**src/rtl/smi_pkg.sv**
```systemverilog
// Purpose: shared constants and types of the sample memory interface
// Assumes: one clock, synchronous active-high reset
// Notes: all stage lengths are one clock cycle
//
// What this block does
// - static cycles hold full address throughout
// - dram row and column share low twelve lines
// - upper write strobe only for upper writes
// - lower write strobe only for lower writes
// - row address first, then row strobe
// - row strobe also low in static cycles
// - column strobes precede row strobe when static
// - selected column strobe follows column address
// - static chip select follows full address
// - three devices, device zero is rom
// - kind strap low static, high dram
// - size strap picks 64k to 4m dram
// - cpu and synthesizer slots strictly alternate
// - owner output low cpu, high synthesizer
package smi_pkg;

    // ------------------------------------------------------------
    // widths and codes
    // ------------------------------------------------------------
    localparam int ADDR_W = 23;
    localparam int DATA_W = 16;
    localparam int MUX_W = 12;
    localparam int NDEV = 3;
    localparam logic [1:0] DEV_ROM = 2'h0;
    localparam logic [1:0] DEV_NONE = 2'h3;
    localparam logic KIND_STATIC = 1'b0;
    localparam logic KIND_DRAM = 1'b1;
    localparam logic OWNER_CPU = 1'b0;
    localparam logic OWNER_SYN = 1'b1;
    localparam logic [1:0] SIZE_64K = 2'h0;
    localparam logic [1:0] SIZE_256K = 2'h1;
    localparam logic [1:0] SIZE_1M = 2'h2;
    localparam logic [1:0] SIZE_4M = 2'h3;
    // row and column width per dram size
    localparam logic [3:0] RC_BITS_64K = 4'h8;
    localparam logic [3:0] RC_BITS_256K = 4'h9;
    localparam logic [3:0] RC_BITS_1M = 4'ha;
    localparam logic [3:0] RC_BITS_4M = 4'hb;
    localparam logic [2:0] CAS_ALL_HIGH = 3'h7;
    localparam logic [2:0] CAS_REFRESH = 3'h6;
    localparam logic [2:0] CAS_ONE = 3'h1;
    localparam logic [1:0] WE_ALL_HIGH = 2'h3;
    localparam logic [10:0] UPPER_ZERO = 11'h000;

    // ------------------------------------------------------------
    // types
    // ------------------------------------------------------------
    typedef struct packed {
        logic valid;
        logic write;
        logic [1:0] dev;
        logic [1:0] be;
        logic [ADDR_W-1:0] addr;
        logic [DATA_W-1:0] wdata;
    } smi_req_t;

    typedef enum logic [3:0] {
        S_IDLE = 4'h0,
        S_ST_ADDR = 4'h1,
        S_ST_SEL = 4'h2,
        S_ST_RAS = 4'h3,
        S_ST_DATA = 4'h4,
        S_DR_ROW = 4'h5,
        S_DR_RAS = 4'h6,
        S_DR_COL = 4'h7,
        S_DR_CAS = 4'h8,
        S_DR_DATA = 4'h9,
        S_END = 4'ha
    } smi_state_t;

endpackage

```
**src/rtl/smi_addr_mux.sv**
```systemverilog
// Purpose: split a device word address into dram row and column
// Assumes: size code is stable while used
// Notes: purely combinational
`timescale 1ns/1ps
module smi_addr_mux
    import smi_pkg::*;
(
    input wire logic [ADDR_W-1:0] addr_i,
    input wire logic [1:0] size_i,
    output logic [MUX_W-1:0] row_o,
    output logic [MUX_W-1:0] col_o
);

    // ------------------------------------------------------------
    // size decode
    // ------------------------------------------------------------
    wire [3:0] rc_bits;
    wire [ADDR_W-1:0] shifted;

    // width of row and column for the strapped size
    assign rc_bits = (size_i == SIZE_64K) ? RC_BITS_64K :
                     (size_i == SIZE_256K) ? RC_BITS_256K :
                     (size_i == SIZE_1M) ? RC_BITS_1M : RC_BITS_4M;
    assign shifted = addr_i >> rc_bits;

    // ------------------------------------------------------------
    // per-bit masking
    // ------------------------------------------------------------
    // unused upper lines read zero
    for (genvar i = 0; i < MUX_W; i++) begin : g_bit
        assign col_o[i] = (4'(i) < rc_bits) ? addr_i[i] : 1'b0;
        assign row_o[i] = (4'(i) < rc_bits) ? shifted[i] : 1'b0;
    end

endmodule

```
**src/rtl/smi_core.sv**
```systemverilog
// Purpose: sample memory interface shared by cpu and synthesizer
// Assumes: requesters hold their request until their done pulse
// Notes: one slot per access, owners alternate slot by slot
`timescale 1ns/1ps
module smi_core
    import smi_pkg::*;
(
    input wire logic clk_i,
    input wire logic rst_i,
    input wire smi_req_t cpu_req_i,
    input wire smi_req_t syn_req_i,
    output logic cpu_done_o,
    output logic syn_done_o,
    output logic [DATA_W-1:0] rdata_o,
    input wire logic memory_kind_strap_i,
    input wire logic [1:0] dram_size_strap_i,
    output logic [ADDR_W-1:0] mem_addr_bus_o,
    output logic [DATA_W-1:0] mem_data_bus_o,
    output logic mem_data_bus_oe_o,
    input wire logic [DATA_W-1:0] mem_data_bus_i,
    output logic upper_byte_write_n_o,
    output logic lower_byte_write_n_o,
    output logic row_strobe_n_o,
    output logic [NDEV-1:0] col_strobe_n_o,
    output logic mem_owner_o
);

    // ------------------------------------------------------------
    // state
    // ------------------------------------------------------------
    smi_state_t state_r, state_nxt;
    smi_req_t req_r;
    logic kind_r;
    logic [1:0] size_r;
    logic owner_r;

    // ------------------------------------------------------------
    // request selection
    // ------------------------------------------------------------
    wire smi_req_t new_req;
    wire smi_req_t cur_req;
    wire in_idle;
    wire kind_w;
    wire [1:0] size_w;
    wire cur_dram;
    wire cur_ext;
    wire cur_wr;
    wire [MUX_W-1:0] row_w;
    wire [MUX_W-1:0] col_w;

    // only the owner of this slot may start an access
    assign new_req = owner_r ? syn_req_i : cpu_req_i;
    assign in_idle = (state_r == S_IDLE);
    assign cur_req = in_idle ? new_req : req_r;
    assign kind_w = in_idle ? memory_kind_strap_i : kind_r;
    assign size_w = in_idle ? dram_size_strap_i : size_r;
    assign cur_ext = (cur_req.dev != DEV_NONE);
    // devices 1 and 2 follow the kind strap, device 0 is always rom
    assign cur_dram = cur_ext && (cur_req.dev != DEV_ROM)
                      && (kind_w == KIND_DRAM);
    // rom is never written
    assign cur_wr = cur_req.write && (cur_req.dev != DEV_ROM);

    smi_addr_mux u_mux (
        .addr_i (cur_req.addr),
        .size_i (size_w),
        .row_o (row_w),
        .col_o (col_w)
    );

    // ------------------------------------------------------------
    // slot sequencer
    // ------------------------------------------------------------
    always_comb begin
        state_nxt = S_IDLE;
        case (state_r)
            S_IDLE: begin
                if (!new_req.valid) begin
                    state_nxt = S_IDLE;
                end else if (!cur_ext) begin
                    state_nxt = S_END;
                end else if (cur_dram) begin
                    state_nxt = S_DR_ROW;
                end else begin
                    state_nxt = S_ST_ADDR;
                end
            end
            S_ST_ADDR: state_nxt = S_ST_SEL;
            S_ST_SEL: state_nxt = S_ST_RAS;
            S_ST_RAS: state_nxt = S_ST_DATA;
            S_ST_DATA: state_nxt = S_END;
            S_DR_ROW: state_nxt = S_DR_RAS;
            S_DR_RAS: state_nxt = S_DR_COL;
            S_DR_COL: state_nxt = S_DR_CAS;
            S_DR_CAS: state_nxt = S_DR_DATA;
            S_DR_DATA: state_nxt = S_END;
            S_END: state_nxt = S_IDLE;
            default: state_nxt = S_IDLE;
        endcase
    end

    // ------------------------------------------------------------
    // next pin values, decoded from the next state
    // ------------------------------------------------------------
    wire nx_static;
    wire nx_row;
    wire nx_col;
    wire nx_ras;
    wire nx_cs;
    wire nx_we;
    wire nx_active;
    wire nx_data;
    wire [2:0] dev_sel;
    wire [2:0] refresh_sel;
    wire [ADDR_W-1:0] addr_nxt;
    wire [2:0] cas_n_nxt;
    wire [1:0] we_n_nxt;
    wire ras_n_nxt;
    wire owner_nxt;
    wire [DATA_W-1:0] rdata_nxt;

    assign nx_static = (state_nxt == S_ST_ADDR) || (state_nxt == S_ST_SEL)
                       || (state_nxt == S_ST_RAS) || (state_nxt == S_ST_DATA);
    assign nx_row = (state_nxt == S_DR_ROW) || (state_nxt == S_DR_RAS);
    assign nx_col = (state_nxt == S_DR_COL) || (state_nxt == S_DR_CAS)
                    || (state_nxt == S_DR_DATA);
    // row strobe after the row address, also in static cycles
    assign nx_ras = (state_nxt == S_DR_RAS) || nx_col
                    || (state_nxt == S_ST_RAS)
                    || (state_nxt == S_ST_DATA);
    assign nx_cs = (state_nxt == S_ST_SEL) || (state_nxt == S_ST_RAS)
                   || (state_nxt == S_ST_DATA) || (state_nxt == S_DR_CAS)
                   || (state_nxt == S_DR_DATA);
    assign nx_we = (state_nxt == S_ST_RAS) || (state_nxt == S_ST_DATA)
                   || (state_nxt == S_DR_CAS) || (state_nxt == S_DR_DATA);
    assign nx_active = nx_static || nx_row || nx_col;
    assign nx_data = (state_r == S_ST_DATA) || (state_r == S_DR_DATA);
    assign dev_sel = CAS_ONE << cur_req.dev;
    // dram on devices 1 and 2 gets cas-before-ras during static cycles
    assign refresh_sel = (nx_static && kind_w == KIND_DRAM)
                         ? CAS_REFRESH : 3'h0;
    // full address in static cycles, row then column for dram
    assign addr_nxt = nx_static ? cur_req.addr :
                      nx_row ? {UPPER_ZERO, row_w} :
                      nx_col ? {UPPER_ZERO, col_w} :
                      mem_addr_bus_o;
    assign cas_n_nxt = nx_cs ? ~(dev_sel | refresh_sel)
                             : CAS_ALL_HIGH;
    assign ras_n_nxt = ~nx_ras;
    // each byte strobe only for its own lane on a real write
    assign we_n_nxt = (nx_we && cur_wr) ? ~cur_req.be
                                        : WE_ALL_HIGH;
    // the slot passes on after each access or an empty slot
    assign owner_nxt = ((state_r == S_END) || (in_idle && !new_req.valid))
                       ? ~owner_r : owner_r;
    assign rdata_nxt = nx_data ? mem_data_bus_i : rdata_o;

    // ------------------------------------------------------------
    // registers
    // ------------------------------------------------------------
    // sequencer and captured request
    always_ff @(posedge clk_i) begin
        if (rst_i) begin
            state_r <= S_IDLE;
            req_r <= '0;
            kind_r <= KIND_STATIC;
            size_r <= SIZE_64K;
            owner_r <= OWNER_CPU;
        end else begin
            state_r <= state_nxt;
            owner_r <= owner_nxt;
            if (in_idle) begin
                req_r <= new_req;
                kind_r <= memory_kind_strap_i;
                size_r <= dram_size_strap_i;
            end
        end
    end

    // registered pins
    always_ff @(posedge clk_i) begin
        if (rst_i) begin
            mem_addr_bus_o <= '0;
            mem_data_bus_o <= '0;
            mem_data_bus_oe_o <= 1'b0;
            row_strobe_n_o <= 1'b1;
            col_strobe_n_o <= CAS_ALL_HIGH;
            upper_byte_write_n_o <= 1'b1;
            lower_byte_write_n_o <= 1'b1;
            mem_owner_o <= OWNER_CPU;
            cpu_done_o <= 1'b0;
            syn_done_o <= 1'b0;
            rdata_o <= '0;
        end else begin
            mem_addr_bus_o <= addr_nxt;
            mem_data_bus_o <= cur_req.wdata;
            mem_data_bus_oe_o <= nx_active && cur_wr;
            row_strobe_n_o <= ras_n_nxt;
            col_strobe_n_o <= cas_n_nxt;
            upper_byte_write_n_o <= we_n_nxt[1];
            lower_byte_write_n_o <= we_n_nxt[0];
            mem_owner_o <= owner_nxt;
            cpu_done_o <= (state_nxt == S_END) && (state_r != S_END)
                          && (owner_r == OWNER_CPU);
            syn_done_o <= (state_nxt == S_END) && (state_r != S_END)
                          && (owner_r == OWNER_SYN);
            rdata_o <= rdata_nxt;
        end
    end

    // ------------------------------------------------------------
    // assertions
    // ------------------------------------------------------------
    wire st_hold = (state_r == S_ST_SEL) || (state_r == S_ST_RAS)
                   || (state_r == S_ST_DATA);

    property p_static_addr_hold;
        @(posedge clk_i) disable iff (rst_i)
        st_hold |-> $stable(mem_addr_bus_o);
    endproperty
    a_static_addr_hold: assert property (p_static_addr_hold)
        else $error("address moved during static cycle");

    property p_dram_low_lines;
        @(posedge clk_i) disable iff (rst_i)
        (state_r == S_DR_RAS) |-> mem_addr_bus_o[ADDR_W-1:MUX_W] == UPPER_ZERO
            ##2 mem_addr_bus_o[ADDR_W-1:MUX_W] == UPPER_ZERO;
    endproperty
    a_dram_low_lines: assert property (p_dram_low_lines)
        else $error("dram address outside low lines");

    property p_upper_we;
        @(posedge clk_i) disable iff (rst_i)
        !upper_byte_write_n_o |-> req_r.write && req_r.be[1]
            && req_r.dev != DEV_ROM && mem_data_bus_oe_o;
    endproperty
    a_upper_we: assert property (p_upper_we)
        else $error("upper write strobe without upper write");

    property p_lower_we;
        @(posedge clk_i) disable iff (rst_i)
        !lower_byte_write_n_o |-> req_r.write && req_r.be[0]
            && req_r.dev != DEV_ROM && mem_data_bus_oe_o;
    endproperty
    a_lower_we: assert property (p_lower_we)
        else $error("lower write strobe without lower write");

    property p_row_before_ras;
        @(posedge clk_i) disable iff (rst_i)
        (state_r == S_DR_ROW) |=> $fell(row_strobe_n_o)
            && $stable(mem_addr_bus_o);
    endproperty
    a_row_before_ras: assert property (p_row_before_ras)
        else $error("row strobe not after row address");

    property p_static_ras;
        @(posedge clk_i) disable iff (rst_i)
        (state_r == S_ST_SEL) |=> !row_strobe_n_o [*2] ##1 row_strobe_n_o;
    endproperty
    a_static_ras: assert property (p_static_ras)
        else $error("no row strobe in static cycle");

    property p_cbr_order;
        @(posedge clk_i) disable iff (rst_i)
        (state_r == S_ST_SEL && kind_r == KIND_DRAM) |->
            col_strobe_n_o[2:1] == 2'h0 && row_strobe_n_o;
    endproperty
    a_cbr_order: assert property (p_cbr_order)
        else $error("refresh column strobes not ahead of row strobe");

    property p_dram_cas;
        @(posedge clk_i) disable iff (rst_i)
        (state_r == S_DR_CAS) |-> col_strobe_n_o == ~(CAS_ONE << req_r.dev)
            && $stable(mem_addr_bus_o) && $past(state_r) == S_DR_COL;
    endproperty
    a_dram_cas: assert property (p_dram_cas)
        else $error("wrong dram column strobe");

    property p_static_cs;
        @(posedge clk_i) disable iff (rst_i)
        (state_r == S_ST_ADDR) |-> col_strobe_n_o == CAS_ALL_HIGH
            ##1 !col_strobe_n_o[req_r.dev];
    endproperty
    a_static_cs: assert property (p_static_cs)
        else $error("chip select not after address");

    property p_rom_readonly;
        @(posedge clk_i) disable iff (rst_i)
        (state_r != S_IDLE && req_r.dev == DEV_ROM) |->
            upper_byte_write_n_o && lower_byte_write_n_o;
    endproperty
    a_rom_readonly: assert property (p_rom_readonly)
        else $error("write strobe on rom");

    property p_kind_strap;
        @(posedge clk_i) disable iff (rst_i)
        (state_r == S_ST_ADDR && req_r.dev != DEV_ROM) |->
            kind_r == KIND_STATIC;
    endproperty
    a_kind_strap: assert property (p_kind_strap)
        else $error("static cycle on dram device");

    property p_owner_toggle;
        @(posedge clk_i) disable iff (rst_i)
        (state_r == S_END) |=> mem_owner_o != $past(mem_owner_o)
            ##1 ($stable(mem_owner_o) || !$past(new_req.valid));
    endproperty
    a_owner_toggle: assert property (p_owner_toggle)
        else $error("owner did not alternate");

    property p_owner_level;
        @(posedge clk_i) disable iff (rst_i)
        (cpu_done_o |-> mem_owner_o == OWNER_CPU)
        and (syn_done_o |-> mem_owner_o == OWNER_SYN);
    endproperty
    a_owner_level: assert property (p_owner_level)
        else $error("done given outside owner slot");

    property p_idle_quiet;
        @(posedge clk_i) disable iff (rst_i)
        (state_r == S_IDLE || state_r == S_END) |-> row_strobe_n_o
            && col_strobe_n_o == CAS_ALL_HIGH
            && upper_byte_write_n_o && lower_byte_write_n_o;
    endproperty
    a_idle_quiet: assert property (p_idle_quiet)
        else $error("strobe active between accesses");

    property p_cov_static_read;
        @(posedge clk_i) disable iff (rst_i)
        (state_r == S_ST_DATA && !req_r.write) ##1 cpu_done_o;
    endproperty
    c_static_read: cover property (p_cov_static_read);

    property p_cov_dram_write;
        @(posedge clk_i) disable iff (rst_i)
        state_r == S_DR_CAS && !upper_byte_write_n_o;
    endproperty
    c_dram_write: cover property (p_cov_dram_write);

    property p_cov_refresh;
        @(posedge clk_i) disable iff (rst_i)
        state_r == S_ST_SEL && kind_r == KIND_DRAM;
    endproperty
    c_refresh: cover property (p_cov_refresh);

    property p_cov_syn_access;
        @(posedge clk_i) disable iff (rst_i)
        syn_done_o;
    endproperty
    c_syn_access: cover property (p_cov_syn_access);

endmodule

```
**config.mk**
```make
export PLATFORM = sky130hd
export DESIGN_NAME = smi_core
export DESIGN_NICKNAME = d
export VERILOG_FILES = /design/src/rtl/smi_pkg.sv /design/src/rtl/smi_addr_mux.sv /design/src/rtl/smi_core.sv
export SDC_FILE = /design/constraint.sdc
export NUM_CORES = 1
export LEC_CHECK = 0
export ABC_AREA = 0
export BUFFER_PORTS_ARGS = -buffer_cell sky130_fd_sc_hd__buf_2
export CAP_MARGIN = 5
export CORE_UTILIZATION = 46
export DETAILED_ROUTE_END_ITERATION = 12
export PLACE_DENSITY = 0.8
export SLEW_MARGIN = 20
export SYNTH_ARGS = -nofsm -noshare
export SYNTH_HDL_FRONTEND = slang
export SYNTH_HIERARCHICAL = 1
export SYNTH_SLANG_ARGS = --single-unit
```
**constraint.sdc**
```tcl
create_clock -name clk_i -period 3 [get_ports clk_i]
set_input_delay 0.6 -clock clk_i [delete_from_list [all_inputs] [get_ports clk_i]]
set_output_delay 0.6 -clock clk_i [all_outputs]
set_load 0.02 [all_outputs]
```
# == Word-level counts from Yosys, hierarchy flattened ==
# Cells that the tools add are included.
# totals
output_inout_bits,65
wordCells,140
inputBits,111
ff_bits,100
mem_bits_rw,0
latchBits,0
memories,0
mem_bits_ro,0
# classes
n_mul,0
div_mod_pow,0
shifts,2
add_sub_neg,0
n_eq_ne,24
bitwise_logic,7
reduce_logical,38
n_lt_le_gt_ge,12
muxes,39
# op_table
op,count
two-way mux 23 bit,3
two-way mux 45 bit,1
two-way mux 44 bit,1
case mux 4 bit (9 select lines),1
equality test 4 x 3 -> 1 bit (second input constant),8
two-way mux 1 bit,26
equality test 4 bit (second input constant),6
right shift 23 x 4 -> 12 bit,1
logical OR 1 bit,20
equality test 4 x 2 -> 1 bit (second input constant),4
< comparator 3 x 4 -> 1 bit (first input constant),4
< comparator 4 bit (first input constant),4
two-way mux 4 bit,4
logical AND 1 bit,10
equality test 4 x 1 -> 1 bit (second input constant),2
< comparator 1 x 4 -> 1 bit (first input constant),2
< comparator 2 x 4 -> 1 bit (first input constant),2
two-way mux 3 bit,2
OR reduction 2 bit,3
zero test 4 bit,1
inequality test 4 bit (second input constant),1
inverter 1 bit,4
inverter 3 bit,1
OR 3 bit,1
other kinds (10),10

# == Depth between registers and ports, before layout ==
# Gate-level depths: netlist of run 1.
# depth
word_depth,17
mapped_depth,13

# == Hierarchy ==
# Netlist of run 1, hierarchy kept.
# by_module_without_submodules
module,area_per_inst_um2,cells_per_inst,n_inst
smi_core,4943.5,558,1
smi_addr_mux,367.9,31,1

# == Least setup slack after synthesis of run 1 ==
# No wires, ideal clock.
# synth_timing
path_type,flip-flop to flip-flop
from,reg mem_owner_o (netlist name)
to,reg mem_addr_bus_o[19]
synth_period_minus_slack_ns,3.017
arrival_ns,2.890
path_buffers,4
path_stages_with_launch,14
path_slack_ns,-0.017
required_ns,2.874
path_cell_list,dfxtp_1 buf_2 buf_4 buf_2 mux2i_1 nor2_1 a21oi_1 inv_1 ha_1 nand2b_1 and3_1 o31ai_1 clkbuf_1 o21ai_0
# synth_rtl
element,line_no,text
end signal: assignment,smi_core.sv:195,mem_addr_bus_o <= addr_nxt;
end: declaration,smi_core.sv:17,"output logic [ADDR_W-1:0] mem_addr_bus_o,"

# == Worst setup path in the final report of run 1 ==
# layout_timing
from,reg state_r[1]
to,reg mem_addr_bus_o[8]
# layout_between
elab_cells_between_ends,51
# layout_rtl
element,line_no,text
start: declaration,smi_core.sv:31,"smi_state_t state_r, state_nxt;"
start signal: assignment,smi_core.sv:170,state_r <= state_nxt;
zero test 4 bit *,smi_core.sv:53,assign in_idle = (state_r == S_IDLE);
two-way mux 2 bit *,-,
net size_w[0],smi_core.sv:44,wire [1:0] size_w;
equality test 2 bit,smi_addr_mux.sv:23,(size_i == SIZE_1M) ? RC_BITS_1M : RC_BITS_4M;
two-way mux 1 bit,smi_addr_mux.sv:23,
two-way mux 4 bit,smi_addr_mux.sv:22,(size_i == SIZE_256K) ? RC_BITS_256K :
two-way mux 4 bit *,smi_addr_mux.sv:21,assign rc_bits = (size_i == SIZE_64K) ? RC_BITS_64K :
< comparator 4 bit *,smi_addr_mux.sv:31,assign col_o[i] = (4'(i) < rc_bits) ? addr_i[i] : 1'b0;
two-way mux 1 bit *,smi_addr_mux.sv:31,
net col_w[8],smi_core.sv:49,wire [MUX_W-1:0] col_w;
two-way mux 23 bit *,smi_core.sv:145,"nx_col ? {UPPER_ZERO, col_w} :"
two-way mux 23 bit *,smi_core.sv:144,"nx_row ? {UPPER_ZERO, row_w} :"
two-way mux 23 bit *,smi_core.sv:143,assign addr_nxt = nx_static ? cur_req.addr :
# Mark *: on every way through the listed nets, which the timed path passes. The rest lies on a longest branch. The select of a mux whose other input is x is not followed.
# A chain may end at the register's enable or synchronous reset.

==> results of run 1 <==
==> flip-flops by register name (all words and copies together), names as in the netlist, 2 cells and up <==
name	cells
req_r	44
col_strobe_n_o	3
state_r	4
mem_addr_bus_o	23
rdata_o	16
size_r	2
==> critical path: cells and delay by family, from the launching register on <==
kind                   cells  cell delay (ns)
and+or+nand+nor            3             1.12
AOI/OAI and AO/OA          4             0.72
buffers and inverters      1             0.34
DFF                        1             0.31
muxes                      1             0.18
==> through the flow <==
stage                     utilization (%)  hold slack [ns]
after floorplan                         -            0.433
after global placement               55.3            0.436
after detailed placement             55.3            0.436
after CTS                            58.2            0.445
after global routing                 58.4            0.486
final                                58.4            0.444
==> area by class of cell <==
cell class	count	area, um^2	share of cell area (%)
clock buffers	11	253	3.92
clock inverters	5	65.1	1.01
inverters	29	109	1.69
multi-input cells	385	2810	43.6
flip-flops and latches	100	2000	31.1
well taps	140	175	2.72
repair buffers	195	1030	15.9
==> final timing paths <==
| kind | startpoint | to | slack, ns | depth (start not counted) |
|---|---|---|---|---|
| max | state_r[1]$_SDFF_PP0_ | mem_addr_bus_o[8]$_SDFFE_PP0P_ | 0.18 | 9 |
| min | mem_addr_bus_o[22]$_SDFFE_PP0P_ | mem_addr_bus_o[22]$_SDFFE_PP0P_ | 0.44 | 2 |
| max reg2reg | state_r[1]$_SDFF_PP0_ | mem_addr_bus_o[8]$_SDFFE_PP0P_ | 0.18 | 9 |
| min reg2reg | mem_addr_bus_o[22]$_SDFFE_PP0P_ | mem_addr_bus_o[22]$_SDFFE_PP0P_ | 0.44 | 2 |
==> metal layers <==
layer,vias up,global-route usage [%],share of wire [%]
met5,-,0,0
met2,202,39.2,48
met4,0,10.2,2.5
met3,32,3.32,5.7
li1,2333,-,-
met1,2201,31.6,44
==> repair_timing <==
action,in CTS,in global routing
setup buffers,0,0
resized for setup,0,6
endpoints found under the setup margin,0,23
==> power by group <==
part | total [mW] | switching [mW] | leakage [nW] | internal [mW]
clock network | 1.23 | 0.525 | 0.157 | 0.703
logic | 4.39 | 2.68 | 1.87 | 1.71
registers | 2.01 | 0.219 | 0.822 | 1.79
==> results.py, run 1 <==
metrics = {
    "run_status": {
        "status": "complete, no violations",
    },
    "run": {
        "cap_violations": 0,
    },
    "setup_path": {
        "cp-end-kind": "register",
        "setup.worst_path.start_class": "register",
        "crit_fanout": 50,
        "path_cells": "or4_2 -> buf_4 -> nand2_1 -> nand2_2 -> o21a_1 -> mux2i_1 -> o32ai_1 -> a221oi_1 -> o211ai_1",
        "cp_data_required_time_ns": 3.20,
        "critPathKind": "reg2reg",
        "crit_arrival_ns": 3.02,
        "cpPeakStageDelay_ns": 0.74,
        "slowest_stage": "or4_2",
    },
    "grt": {
        "grt_use_total_pct": 24.0,
        "grt_max_degree": 75,
        "grt_pass1_wl_um": 22200,
        "grt_antenna_before_repair": 0,
        "grt.overflow.total": 0,
        "grt_pass1_vias": 4624,
    },
    "yosys": {
        "yosysWarningCount": 6,
        "synth.avg_cell_area_um2": 9.03,
        "postSynthCellCount": 588,
        "synth_area_mm2": 0.00531,
    },
    "place": {
        "dpl-instance-area_mm2": 0.00610,
        "portBuffers": 175,
        "place.gp.congestion": 0.852,
        "dp.cells": 849,
        "pre_cts_ws_ns": 0.0413,
        "place_hpwl_um": 10200,
    },
    "clock_tree": {
        "root_buffer": "clkbuf_16",
        "ctsHoldBuffers": 0,
        "cts.sinks": 100,
        "htree_levels": 3,
        "cts.path.max_buffers": 2,
        "cts_tree": "built",
        "clk_pin_slew_ns": 0.07,
        "clk_latency_ns": 0.34,
        "cts_buffers": 9,
    },
    "pwr": {
        "totalPowerFinal_mw": 7.64,
        "p_leak_nw": 2.84,
        "irDropWorstVdd_v": 0.000521,
        "powerDensity_mw_per_mm2": 1190,
    },
    "floorplan": {
        "start_util_pct": 48.1,
        "rows": 38,
        "die_x_um": 109,
        "coreArea_mm2": 0.0110,
        "fp.dieH_um": 109,
        "io_pins": 176,
        "die_area_mm2": 0.0120,
    },
    "route": {
        "wl_per_cell_um": 16.1,
        "drt_iter0_drc": 303,
        "via_count": 4768,
        "drc_errors": 0,
        "antenna_left": 0,
        "dr.pass1.iters": 5,
        "routed_wl_um": 13900,
        "vias_per_cell": 5.51,
    },
    "cells_and_area": {
        "instances_no_fill": 865,
        "final_nets": 835,
        "drive_gt1_share_pct": 32.6,
        "fill_cells": 977,
        "final_cell_area_mm2": 0.00644,
        "layout_commonest_cell": "buf_2",
        "diodes": 0,
        "area_growth_pct": 21.4,
        "final_cell_mix": "175 x buf_2, 99 x dfxtp_1, 77 x nor2_1, 76 x mux2i_1, 31 x nand2_1",
    },
    "timing": {
        "tns_ns": 0,
        "final-hold-violation-count": 0,
        "fmax_mhz": 355,
        "fin_ws_ns": 0.183,
        "finalSetupViolCount": 0,
        "skew_ns": 0.00789,
        "worst_slew_pin_slew_ns": 0.918,
        "timing.final.crit_period_ns": 2.82,
        "finalCritPeriodShare_pct": 93.9,
        "relSlewSlack_pct": 38.6,
        "maxSlewViolCount": 0,
        "rsz0062_at_grt": "false",
    },
    "hold_path": {
        "hold_path.class": "reg2reg",
    },
}
(Power assumes the default switching activity.)
==> run 2, diff against run 1 <==
- CORE_UTILIZATION: 46 -> 51
- PLACE_DENSITY: 0.8 -> 0.84
- SLEW_MARGIN: 20 -> 5
- clock period: 3 -> 2.7 ns (I/O delays scaled with it)
==> run 2 against run 1 <==
Net effect: die area down 9.6%; maximum frequency up 10%; highest routed layer unchanged; final area down 0.89%; critical path type unchanged.
==> results.py, run 2 (synthesis gave the netlist of run 1 again) <==
metrics = {
    "setup_path": {
        "crit_fanout": 23,
        "cp_data_required_time_ns": 3.01,
        "crit_arrival_ns": 2.87,
        "cp-end-kind": "register",
        "critPathKind": "reg2reg",
        "setup.worst_path.start_class": "register",
    },
    "pwr": {
        "internal_power_mw": 4.43,
        "combPwrFrac_pct": 61.5,
        "netSwitchingFraction_pct": 46.5,
        "powerDensity_mw_per_mm2": 1300,
        "irDropWorstVdd_v": 0.000771,
        "p_seq_share_pct": 27.1,
        "p_clk_share_pct": 11.4,
        "p_leak_nw": 2.82,
        "p_sw_mw": 3.85,
    },
    "clock_tree": {
        "clk_pin_slew_ns": 0.10,
        "cts_buffers": 9,
        "cts_setup_buffers": 0,
        "cts_resized": 1,
        "htree_levels": 3,
        "root_buffer": "clkbuf_8",
        "cts.sinks": 100,
        "cts_tree": "built",
        "clk_latency_ns": 0.37,
        "cts.path.max_buffers": 2,
        "ctsHoldBuffers": 0,
    },
    "cells_and_area": {
        "regMostFlops": "req_r",
        "utilization_pct": 64.4,
        "layout_commonest_cell": "buf_2",
        "diodes": 0,
        "fill_cells": 818,
        "area_growth_pct": 20.3,
        "largest_register_ffs": 44,
        "final_cell_mix": "175 x buf_2, 99 x dfxtp_1, 76 x mux2i_1, 76 x nor2_1, 33 x nand2_1",
        "drive_gt1_share_pct": 33.0,
        "final_nets": 840,
        "biggestRegsByFlops": "req_r: 44 flops, mem_addr_bus_o: 23 flops, rdata_o: 16 flops",
        "final_cell_area_mm2": 0.00638,
    },
    "timing": {
        "fmax_mhz": 391,
        "maxSlewViolCount": 0,
        "final-hold-violation-count": 0,
        "rsz0062_at_grt": "false",
        "fin_ws_ns": 0.141,
        "relSlewSlack_pct": 33.8,
        "finalSetupViolCount": 0,
        "skew_ns": 0.0170,
        "finalCritPeriodShare_pct": 94.8,
        "timing.final.crit_period_ns": 2.56,
        "worst_slew_pin_slew_ns": 0.989,
    },
    "place": {
        "place.gp.congestion": 0.892,
        "place_hpwl_um": 9950,
        "dpl-instance-area_mm2": 0.00619,
        "pre_cts_ws_ns": -0.0454,
        "portBuffers": 175,
    },
    "route": {
        "routed_wl_um": 13600,
        "antenna_left": 0,
        "vias_per_cell": 5.60,
        "drt_iter0_drc": 289,
        "via_count": 4829,
        "dr.pass1.iters": 5,
        "drc_errors": 0,
        "wl_per_cell_um": 15.8,
    },
    "hold_path": {
        "hold_path.class": "in2reg",
    },
    "grt": {
        "grt_use_total_pct": 25.2,
        "grt_pass1_wl_um": 22300,
        "grt.overflow.total": 0,
        "grt_max_degree": 51,
        "grt_antenna_before_repair": 0,
        "grt_pass1_vias": 4619,
    },
    "run": {
        "cap_violations": 0,
    },
    "floorplan": {
        "coreArea_mm2": 0.00991,
        "die_area_mm2": 0.0108,
        "io_pins": 176,
        "die_x_um": 104,
        "start_util_pct": 53.6,
        "rows": 36,
        "fp.dieH_um": 104,
    },
    "run_status": {
        "status": "complete, no violations",
    },
}
-- run 2: metal layers --
layer | vias up | global-route usage [%] | routed length (um)
li1 | 2349 | - | -
met1 | 2266 | 32.8 | 5900
met2 | 191 | 43.1 | 6790
met3 | 23 | 2.76 | 677
met4 | 0 | 9.29 | 236
met5 | - | 0 | 0
-- run 2: power by group through the flow --
stage	combinational, mW	clock (mW)	sequential, mW
final	5.09	0.943	2.25
after CTS	5.06	0.952	2.24
after floorplan	3.77	0	2.42
after detailed placement	5.02	0	2.27
after global routing	5.51	1.02	2.30
after global placement	4.82	0	2.24
-- run 2: cell type report --
type | instances | area [um^2] | area share [%]
timing repair buffer | 200 | 1090 | 17.1
clock inverter | 6 | 53.8 | 0.843
tap | 133 | 166 | 2.61
sequential | 100 | 2000 | 31.4
multi-input combinational | 385 | 2830 | 44.3
inverter | 29 | 109 | 1.71
clock buffer | 10 | 138 | 2.16
-- run 2: final timing paths --
kind | cells past startpoint | to | start | slack, ns
worst max-delay path | 11 | mem_addr_bus_o[0]$_SDFFE_PP0P_ | state_r[1]$_SDFF_PP0_ | 0.14
worst min-delay path | 3 | rdata_o[0]$_SDFFE_PP0P_ | mem_data_bus_i[0] | 0.40
worst min register to register | 2 | kind_r$_SDFF_PP0_ | kind_r$_SDFF_PP0_ | 0.47
worst max register to register | 11 | mem_addr_bus_o[0]$_SDFFE_PP0P_ | state_r[1]$_SDFF_PP0_ | 0.14
-- run 2: critical path, stage by stage (launching register included) --
cell	delay, ns
dfxtp_1	0.32
or4_4	0.60
nor2_1	0.17
a21oi_2	0.08
inv_1	0.10
ha_2	0.22
nor3_1	0.06
buf_4	0.17
a2111oi_4	0.39
buf_12	0.21
a32oi_1	0.08
nand3_1	0.12
-- run 2: through the flow --
step / hold slack (ns) / power, mW / cells / setup TNS, ns
finish: 0.403 / 8.28 / 863 / 0
global route: 0.409 / 8.83 / 863 / 0
CTS: 0.398 / 8.26 / 863 / 0
detailed placement: 0.447 / 7.29 / 847 / -0.540
global placement: 0.443 / 7.07 / 847 / 0
floorplan: 0.433 / 6.20 / 589 / 0
